--- src/pkg/gfa_consts.svh ---
`ifndef GFA_CONSTS_SVH
`define GFA_CONSTS_SVH
// sizes
`define GFA_PINS 8
`define GFA_CHANS 4
`define GFA_REFS 4
`define GFA_OUTS 4
`define GFA_ALARMS 12
`define GFA_BLOCKS 8
// alarm vector layout
`define GFA_AL_REF_LSB 0
`define GFA_AL_HOLD_LSB 4
`define GFA_AL_LOCK_LSB 8
// register byte offsets
`define GFA_OFS_CTRL 8'h00
`define GFA_OFS_PIN_IN 8'h04
`define GFA_OFS_GPO 8'h08
`define GFA_OFS_LIVE 8'h0c
`define GFA_OFS_STICKY 8'h10
`define GFA_OFS_BLK_STICKY 8'h14
`define GFA_OFS_ALERT_EN 8'h18
`define GFA_OFS_OD_MAP 8'h1c
`define GFA_OFS_PIN_CFG 8'h20
`define GFA_OFS_PIN_CFG_END 8'h3c
// control register fields and reset value
`define GFA_CTRL_GLOBAL_EN 0
`define GFA_CTRL_ALERT_INV 1
`define GFA_CTRL_RESET 2'h1
// pin config register width and reset value (input mode, pull-up)
`define GFA_CFG_W 16
`define GFA_CFG_RESET 16'h0000
`define GFA_OD_MAP_RESET 32'h0000_0000
`endif

--- src/pkg/gfa_pkg.sv ---
`default_nettype none
package gfa_pkg;
  // pin function selection
  typedef enum logic [3:0] {
    GFA_GP_IN, GFA_GP_OUT, GFA_HOLD_LIVE, GFA_HOLD_STICKY, GFA_ALERT,
    GFA_OUT_DIS, GFA_SE_CLK, GFA_MAN_SEL, GFA_INC, GFA_DEC, GFA_DISQ
  } gfa_mode_e;
  // per-pin configuration word, high bits first
  typedef struct packed {
    logic [1:0] ref_lo;
    logic [1:0] ref_hi;
    logic [1:0] chan;
    logic invert;
    logic pull_down;
    logic open_drain;
    logic enable;
    logic [1:0] spare;
    gfa_mode_e mode;
  } gfa_pin_cfg_s;
  // captured bus address phase
  typedef struct packed {
    logic valid;
    logic write;
    logic [7:0] addr;
  } gfa_aphase_s;
endpackage
`default_nettype wire

--- src/core/gfa_core.sv ---
// Notes on behaviour
// - live holdover pin follows loop holdover
// - sticky holdover pin sets on either transition
// - per-pin polarity invert of holdover indications
// - sticky pin held until host clear write
// - alert is OR of enabled sticky bits
// - alert holds until contributors are cleared
// - alert active high, invertible by register
// - disable pin high tristates selected outputs
// - per-pin output mask, registers or boot load
// - clock pin routed unless stage full
// - select pin picks high or low reference
// - rising edge gives one increment pulse
// - rising edge gives one decrement pulse
// - high level disqualifies chosen reference
// - per-pin enable, open-drain or push-pull
// - per-pin pull, up by default
// - live and sticky bit per alarm
// - locked needs loop and analog lock
// - block sticky also holds the alert
// - global enable low blocks new alarms
// - alert enables select contributing bits
// - default mode is readable input
//
// Added by the designer: the address map and register access over AHB-Lite.
`include "gfa_consts.svh"
`default_nettype none
module gfa_core
  import gfa_pkg::*;
(
  // clock, reset, enable
  input wire logic hclk,
  input wire logic hresetn,
  input wire logic clk_en,
  // ahb-lite slave
  input wire logic hsel,
  input wire logic [7:0] haddr,
  input wire logic [1:0] htrans,
  input wire logic hwrite,
  input wire logic [2:0] hsize,
  input wire logic [31:0] hwdata,
  input wire logic hready,
  output logic [31:0] hrdata,
  output logic hreadyout,
  output logic hresp,
  // pins
  input wire logic [`GFA_PINS-1:0] pin_in,
  output logic [`GFA_PINS-1:0] pin_out,
  output logic [`GFA_PINS-1:0] pin_oe,
  output logic [`GFA_PINS-1:0] pin_pull_up,
  output logic [`GFA_PINS-1:0] pin_pull_down,
  // alarm sources
  input wire logic [`GFA_REFS-1:0] ref_alarm,
  input wire logic [`GFA_CHANS-1:0] loop_holdover,
  input wire logic [`GFA_CHANS-1:0] loop_locked,
  input wire logic system_analog_locked,
  // boot configuration
  input wire logic [`GFA_PINS*`GFA_OUTS-1:0] od_map_boot,
  input wire logic [`GFA_PINS-1:0] stage_full,
  // controls toward the timing core
  output logic [`GFA_OUTS-1:0] out_disable,
  output logic [`GFA_PINS-1:0] se_clk_route,
  output logic [`GFA_CHANS-1:0] man_sel_valid,
  output logic [2*`GFA_CHANS-1:0] man_sel_ref,
  output logic [`GFA_CHANS-1:0] osc_inc,
  output logic [`GFA_CHANS-1:0] osc_dec,
  output logic [`GFA_CHANS*`GFA_REFS-1:0] ref_disqualify,
  output logic alert
);

  // sticky update: a set in the same cycle overrides a clear
  function automatic logic [`GFA_ALARMS-1:0] sticky_next(
    input logic [`GFA_ALARMS-1:0] cur,
    input logic [`GFA_ALARMS-1:0] clr,
    input logic [`GFA_ALARMS-1:0] set
  );
    sticky_next = (cur & ~clr) | set;
  endfunction

  logic [1:0] ctrl;
  logic [`GFA_PINS-1:0] gpo;
  logic [`GFA_ALARMS-1:0] alert_en;
  logic [`GFA_PINS*`GFA_OUTS-1:0] od_map;
  logic [`GFA_CFG_W-1:0] cfg_word [`GFA_PINS];
  gfa_pin_cfg_s cfg [`GFA_PINS];
  logic boot_done;
  gfa_aphase_s aph;
  logic [`GFA_PINS-1:0] sync1, sync2, sync3;
  logic [`GFA_PINS-1:0] rise;
  logic [`GFA_ALARMS-1:0] live, live_q, sticky, al_set, al_clr;
  logic [`GFA_BLOCKS-1:0] blk_sticky, blk_set, blk_clr, blk_en;
  logic wr;
  logic [31:0] rd_val;
  logic next_alert;
  logic [`GFA_PINS-1:0] next_out, next_oe, next_drive;
  logic [`GFA_OUTS-1:0] next_od;
  logic [`GFA_PINS-1:0] next_se;
  logic [`GFA_CHANS-1:0] next_msv, next_inc, next_dec;
  logic [2*`GFA_CHANS-1:0] next_msr;
  logic [`GFA_CHANS*`GFA_REFS-1:0] next_disq;

  // unpack configuration words
  always_comb begin
    for (int i = 0; i < `GFA_PINS; i++) begin
      cfg[i] = gfa_pin_cfg_s'(cfg_word[i]);
    end
  end

  // bus address phase capture
  always_ff @(posedge hclk or negedge hresetn) begin
    if (!hresetn) begin
      aph <= '0;
    end else if (clk_en && hready) begin
      aph.valid <= hsel && htrans[1];
      aph.write <= hwrite;
      aph.addr <= haddr;
    end
  end

  assign wr = clk_en && aph.valid && aph.write;

  // zero-wait, always OKAY
  always_ff @(posedge hclk or negedge hresetn) begin
    if (!hresetn) begin
      hreadyout <= 1'b0;
      hresp <= 1'b0;
    end else if (clk_en) begin
      hreadyout <= 1'b1;
      hresp <= 1'b0;
    end
  end

  // control, output-value and alert-enable registers
  always_ff @(posedge hclk or negedge hresetn) begin
    if (!hresetn) begin
      ctrl <= `GFA_CTRL_RESET;
      gpo <= '0;
      alert_en <= '0;
    end else if (wr) begin
      case (aph.addr)
        `GFA_OFS_CTRL: ctrl <= hwdata[1:0];
        `GFA_OFS_GPO: gpo <= hwdata[`GFA_PINS-1:0];
        `GFA_OFS_ALERT_EN: alert_en <= hwdata[`GFA_ALARMS-1:0];
        default: ;
      endcase
    end
  end

  // output-disable map: boot load once after reset, then registers
  always_ff @(posedge hclk or negedge hresetn) begin
    if (!hresetn) begin
      od_map <= `GFA_OD_MAP_RESET;
      boot_done <= 1'b0;
    end else if (clk_en) begin
      boot_done <= 1'b1;
      if (!boot_done) begin
        od_map <= od_map_boot;
      end else if (wr && aph.addr == `GFA_OFS_OD_MAP) begin
        od_map <= hwdata;
      end
    end
  end

  // per-pin configuration words
  always_ff @(posedge hclk or negedge hresetn) begin
    if (!hresetn) begin
      for (int i = 0; i < `GFA_PINS; i++) begin
        cfg_word[i] <= `GFA_CFG_RESET;
      end
    end else if (wr && aph.addr >= `GFA_OFS_PIN_CFG &&
                 aph.addr <= `GFA_OFS_PIN_CFG_END) begin
      cfg_word[aph.addr[4:2]] <= hwdata[`GFA_CFG_W-1:0];
    end
  end

  // read data prepared in the address phase
  always_comb begin
    rd_val = '0;
    case (haddr)
      `GFA_OFS_CTRL: rd_val[1:0] = ctrl;
      `GFA_OFS_PIN_IN: rd_val[`GFA_PINS-1:0] = sync2;
      `GFA_OFS_GPO: rd_val[`GFA_PINS-1:0] = gpo;
      `GFA_OFS_LIVE: rd_val[`GFA_ALARMS-1:0] = live;
      `GFA_OFS_STICKY: rd_val[`GFA_ALARMS-1:0] = sticky;
      `GFA_OFS_BLK_STICKY: rd_val[`GFA_BLOCKS-1:0] = blk_sticky;
      `GFA_OFS_ALERT_EN: rd_val[`GFA_ALARMS-1:0] = alert_en;
      `GFA_OFS_OD_MAP: rd_val = od_map;
      default: begin
        if (haddr >= `GFA_OFS_PIN_CFG && haddr <= `GFA_OFS_PIN_CFG_END) begin
          rd_val[`GFA_CFG_W-1:0] = cfg_word[haddr[4:2]];
        end
      end
    endcase
  end

  always_ff @(posedge hclk or negedge hresetn) begin
    if (!hresetn) begin
      hrdata <= '0;
    end else if (clk_en && hready && hsel && htrans[1] && !hwrite) begin
      hrdata <= rd_val;
    end
  end

  // pin input synchroniser and edge stage
  always_ff @(posedge hclk or negedge hresetn) begin
    if (!hresetn) begin
      sync1 <= '0;
      sync2 <= '0;
      sync3 <= '0;
    end else if (clk_en) begin
      sync1 <= pin_in;
      sync2 <= sync1;
      sync3 <= sync2;
    end
  end

  assign rise = sync2 & ~sync3;

  // live alarm vector
  always_comb begin
    live = '0;
    live[`GFA_AL_REF_LSB +: `GFA_REFS] = ref_alarm;
    live[`GFA_AL_HOLD_LSB +: `GFA_CHANS] = loop_holdover;
    live[`GFA_AL_LOCK_LSB +: `GFA_CHANS] =
      loop_locked & {`GFA_CHANS{system_analog_locked}};
  end

  // set on any change of live state, only while globally enabled
  assign al_set = (live ^ live_q) & {`GFA_ALARMS{ctrl[`GFA_CTRL_GLOBAL_EN]}};
  assign al_clr = (wr && aph.addr == `GFA_OFS_STICKY) ?
                  hwdata[`GFA_ALARMS-1:0] : '0;

  // block-level sets and enables: refs, then loops
  always_comb begin
    for (int b = 0; b < `GFA_REFS; b++) begin
      blk_set[b] = al_set[`GFA_AL_REF_LSB + b];
      blk_en[b] = alert_en[`GFA_AL_REF_LSB + b];
    end
    for (int c = 0; c < `GFA_CHANS; c++) begin
      blk_set[`GFA_REFS + c] = al_set[`GFA_AL_HOLD_LSB + c] |
                               al_set[`GFA_AL_LOCK_LSB + c];
      blk_en[`GFA_REFS + c] = alert_en[`GFA_AL_HOLD_LSB + c] |
                              alert_en[`GFA_AL_LOCK_LSB + c];
    end
  end

  assign blk_clr = (wr && aph.addr == `GFA_OFS_BLK_STICKY) ?
                   hwdata[`GFA_BLOCKS-1:0] : '0;

  // live history and sticky bits
  always_ff @(posedge hclk or negedge hresetn) begin
    if (!hresetn) begin
      live_q <= '0;
      sticky <= '0;
      blk_sticky <= '0;
    end else if (clk_en) begin
      live_q <= live;
      sticky <= sticky_next(sticky, al_clr, al_set);
      blk_sticky <= (blk_sticky & ~blk_clr) | blk_set;
    end
  end

  // aggregated alert: sticky bits only, never live
  always_comb begin
    next_alert = |(sticky & alert_en) | |(blk_sticky & blk_en);
    next_alert = next_alert ^ ctrl[`GFA_CTRL_ALERT_INV];
  end

  // pin functions
  always_comb begin
    next_out = '0;
    next_oe = '0;
    next_drive = '0;
    next_od = '0;
    next_se = '0;
    next_msv = '0;
    next_msr = '0;
    next_inc = '0;
    next_dec = '0;
    next_disq = '0;
    for (int i = 0; i < `GFA_PINS; i++) begin
      if (cfg[i].enable) begin
        case (cfg[i].mode)
          GFA_GP_OUT: begin
            next_drive[i] = 1'b1;
            next_out[i] = gpo[i];
          end
          GFA_HOLD_LIVE: begin
            next_drive[i] = 1'b1;
            next_out[i] = loop_holdover[cfg[i].chan] ^ cfg[i].invert;
          end
          GFA_HOLD_STICKY: begin
            next_drive[i] = 1'b1;
            next_out[i] = sticky[`GFA_AL_HOLD_LSB + cfg[i].chan] ^
                          cfg[i].invert;
          end
          GFA_ALERT: begin
            next_drive[i] = 1'b1;
            next_out[i] = next_alert;
          end
          GFA_OUT_DIS: begin
            if (sync2[i]) begin
              next_od = next_od | od_map[i*`GFA_OUTS +: `GFA_OUTS];
            end
          end
          GFA_SE_CLK: next_se[i] = !stage_full[i];
          GFA_MAN_SEL: begin
            next_msv[cfg[i].chan] = 1'b1;
            next_msr[2*cfg[i].chan +: 2] =
              sync2[i] ? cfg[i].ref_hi : cfg[i].ref_lo;
          end
          GFA_INC: next_inc[cfg[i].chan] = next_inc[cfg[i].chan] | rise[i];
          GFA_DEC: next_dec[cfg[i].chan] = next_dec[cfg[i].chan] | rise[i];
          GFA_DISQ: begin
            next_disq[cfg[i].chan*`GFA_REFS + cfg[i].ref_hi] =
              next_disq[cfg[i].chan*`GFA_REFS + cfg[i].ref_hi] |
              sync2[i];
          end
          default: ;
        endcase
        // open drain only pulls low; push-pull drives both levels
        if (next_drive[i]) begin
          if (cfg[i].open_drain) begin
            next_oe[i] = !next_out[i];
            next_out[i] = 1'b0;
          end else begin
            next_oe[i] = 1'b1;
          end
        end
      end
    end
  end

  // registered pin and control outputs
  always_ff @(posedge hclk or negedge hresetn) begin
    if (!hresetn) begin
      pin_out <= '0;
      pin_oe <= '0;
      pin_pull_up <= '0;
      pin_pull_down <= '0;
      out_disable <= '0;
      se_clk_route <= '0;
      man_sel_valid <= '0;
      man_sel_ref <= '0;
      osc_inc <= '0;
      osc_dec <= '0;
      ref_disqualify <= '0;
      alert <= 1'b0;
    end else if (clk_en) begin
      pin_out <= next_out;
      pin_oe <= next_oe;
      for (int i = 0; i < `GFA_PINS; i++) begin
        pin_pull_up[i] <= !cfg[i].pull_down;
        pin_pull_down[i] <= cfg[i].pull_down;
      end
      out_disable <= next_od;
      se_clk_route <= next_se;
      man_sel_valid <= next_msv;
      man_sel_ref <= next_msr;
      osc_inc <= next_inc;
      osc_dec <= next_dec;
      ref_disqualify <= next_disq;
      alert <= next_alert;
    end
  end

endmodule
`default_nettype wire

--- config.mk ---
export PLATFORM = sky130hd
export DESIGN_NAME = gfa_core
export DESIGN_NICKNAME = d
export VERILOG_FILES = /design/src/pkg/gfa_pkg.sv /design/src/core/gfa_core.sv
export VERILOG_INCLUDE_DIRS = /design/src /design/src/pkg
export SDC_FILE = /design/constraint.sdc
export NUM_CORES = 1
export LEC_CHECK = 0
export ABC_AREA = 1
export BUFFER_PORTS_ARGS = -buffer_cell sky130_fd_sc_hd__clkbuf_2
export CORE_MARGIN = 1.5
export CORE_UTILIZATION = 45
export DETAILED_ROUTE_END_ITERATION = 8
export GPL_TIMING_DRIVEN = 0
export PLACE_DENSITY = 0.59
export SETUP_SLACK_MARGIN = 0.4
export SLEW_MARGIN = 10
export SYNTH_ARGS = -nofsm -noshare
export SYNTH_HDL_FRONTEND = slang
export SYNTH_SLANG_ARGS = --single-unit
--- constraint.sdc ---
create_clock -name hclk -period 6.3 [get_ports hclk]
set_input_delay 0.945 -clock hclk [delete_from_list [all_inputs] [get_ports hclk]]
set_output_delay 0.945 -clock hclk [all_outputs]
set_load 0.01 [all_outputs]
==> run metrics <==
FF-to-FF path depth=57; DR WL/cell=around 23 um; startpoint types=register; post-cts hold buffer count=0; Antenna Cells=0; violated checks=setup timing; Pwr Density=just over 200 mW/mm^2; Via density=5.91; Slowest cell on crit path=dfrtp_2; CTS max path bufs=3; Avg Cell Area, Syn=just under 7 um^2; Die H=approximately 240 um; Post-synth EDFFs=0; first-pass GRT wire length=160000 um; largest net degree at the start of global routing=100; VDD IR max=around 0.25 mV; core footprint=around 0.054 mm^2; reg2reg start=cfg[122]; total track usage=0.381; commonest non-fill, non-tap cell in the layout=nand2_1; H-tree Lvls=2; Routed WL=approximately 110000 um; RSZ-0062 raised after global routing=yes; arrival time worst endpoint=between 6 and 7 ns; f_max=around 160 MHz; gp weighted congestion=0.987; most frequent CP cell=nand3_4; main flop type after synthesis=dfrtp_1; end of the critical path=ref_disqualify[6]; clk_skew=roughly 0.058 ns; I/O pin total=227; r2r setup slk=-0.07 ns; Post-Syn Area=0.0248 mm^2; ratio of cells with drive above 1 in the final layout=0.144; Yosys warnings=0; DR vias=around 28000; First-pass DRT Iterations=6; Synth area leaders=dfrtp_1, nand2_1, o21ai_0; initial core utilization=0.459; fin crit share=1.01; drt initial violations=2721; critical path startpoint=cfg[122]; Hold Violations, Final=0; post-route ant nets=0; Final Total Pwr=roughly 0.0060 W; Static Leak=13.3 nW; Max Cap Violations=0; area growth from synthesis to layout=18.8%; Comb power frac=0.142; setup ws final=-0.0735 ns; Post-synth ARST share=1.00; synth unique cells=66; vias in the first global route=25700; Post-route DRC=0; post-synth net total=~3800; IO buf count=approximately 220; final setup violation count=15; kind of critical path=reg -> reg; Slew HR=0.133; Clock Power Share=0.425; status=finished with violations; clk root buf=clkbuf_16; Worst R2R End=ref_disqualify[6]; Die Wd=roughly 240 um; Slew @ Worst Pin=1.30 ns; final-stage net count=between 4000 and 5000; Rows=85; antenna violations before repair=2; DIE AREA=around 0.057 mm^2; most frequent cells in the layout=nand2_1, o21ai_0, nor2_1; number of CTS-inserted buffers=42; Psw=between 0.0015 and 0.002 W; dpl hpwl=approximately 85000 um; area leader, netlist=dfrtp_1; final core utilization=0.545; post-synthesis cell count=between 3000 and 4000; number of clock sinks=about 360; critical path required time=a little under 7 ns; kind of end point of the critical path=register; Yosys top cell area share=0.364; clk slew on worst S/H paths=about 0.060 ns; sw frac=0.309; pins over their slew limit=0; cell-internal power=between 0.004 and 0.005 W; Hold Crit Class=in -> async; GRT overflow=0; Tmin final=about 6.4 ns; CTS tree=built; Max FO, Critical Path=6; crit-path max cell delay=between 0.4 and 0.5 ns; Flop pwr share=0.433; worst-skew pair later-pin latency=between 0.6 and 0.7 ns; fraction of the yosys area taken by sequential cells=0.365; #FFs+latches synth=between 300 and 400
-- critical path, delay by kind of cell (launching register included) --
family          cells  cell delay, ns
compound gates      2            0.43
fa+ha+maj           1            0.16
buf+inv            10            1.00
flops               1            0.46
simple gates       44            4.14
-- how the worst min path moves through the flow --
stage | from | end | slack [ns] | depth (start not counted)
after floorplan | sync1[0] | sync1[0] | 0.44 | 2
after global placement | pin_pull_down[2] | pin_pull_down[2] | 0.46 | 2
after global routing | hresetn | man_sel_valid[0] | 0.34 | 1
after CTS | hresetn | sync3[2] | 0.32 | 1
after detailed placement | pin_pull_down[0] | pin_pull_down[0] | 0.46 | 2
final | hresetn | sync3[2] | 0.30 | 1
-- per-layer routing --
metal	global-route usage	up-vias	routed length, um
li1	-	12900	-
met4	0.203	0	6460
met3	0.0507	273	8280
met1	0.513	13400	45800
met5	0	-	0
met2	0.596	1265	49000
-- timing repair --
action                                  in CTS  in global routing
setup buffers                               40                 20
pin swaps                                   27                 58
cloned                                       7                  2
gates resized for setup                    104                 72
endpoints found under the setup margin      24                 24
-- through the flow --
step | setup WS [ns] | cells | setup TNS, ns | area, um^2 | hold slack, ns
finish | -0.0735 | 4719 | -0.689 | 29500 | 0.304
global placement | -4.21 | 4571 | -1515.69 | 26800 | 0.457
CTS | 0.162 | 4697 | 0 | 29100 | 0.319
detailed placement | -0.776 | 4576 | -11.89 | 26900 | 0.462
floorplan | 0.867 | 3656 | 0 | 24800 | 0.442
global route | -0.582 | 4719 | -8.77 | 29500 | 0.342
-- state kept, by name (all words and copies together) (netlist names), 10 cells and up --
signal,flops
cfg,128
od_map,32
live_q,12
hrdata,32
sticky,12
aph,10
ref_disqualify,16
alert_en,12
-- cell families after synthesis --
family          count (synthesis)  share of synthesized area
simple gates                 1757                      0.305
xor+xnor                        6                    0.00212
compound gates                890                      0.204
other cells                     1                   0.000151
fa+ha+maj                      60                     0.0302
buf+inv                       576                     0.0912
flops                         362                      0.365
mux                             4                    0.00181
-- power groups by stage --
| stage | Sequential (W) | Clock (W) | Combinational [W] |
|---|---|---|---|
| 2_1_floorplan | 0.00259 | 0 | 0.000413 |
| 6_report | 0.00260 | 0.00255 | 0.000853 |
| 3_3_place_gp | 0.00263 | 0 | 0.000775 |
| 5_1_grt | 0.00261 | 0.00264 | 0.000920 |
| 3_5_place_dp | 0.00263 | 0 | 0.000788 |
| 4_1_cts | 0.00259 | 0.00256 | 0.000817 |
-- synthesized netlist by cell type (all sizes together), types with 2 or more instances --
cell type,instances
a2111oi,3
nor2,468
a21oi,120
buf,36
nand4,95
a32oi,6
nand3,186
o32ai,3
ha,60
nand2,913
clkbuf,120
a21boi,5
o21a,19
o211ai,29
inv,411
nand3b,2
o21ai,509
o41ai,5
a221oi,18
a41oi,4
o22ai,86
a22o,5
nor4,38
or2,21
a311oi,2
o31ai,9
o311ai,6
o221ai,10
dfrtp,361
a31oi,36
nor3,32
a32o,6
mux2,4
o2111ai,4
clkinv,8
xnor2,5
-- cell type report --
type                    instances  area [um^2]
repair buffers                291         1810
well taps                     696          871
multi-input cells            2720        14000
clock buffers                  60         1230
flip-flops and latches        362         9070
inverters                     419         1610
fillers                      5648        24600
plain buffers                 157          697
clock inverters                14          186
(Power assumes the default switching activity.)
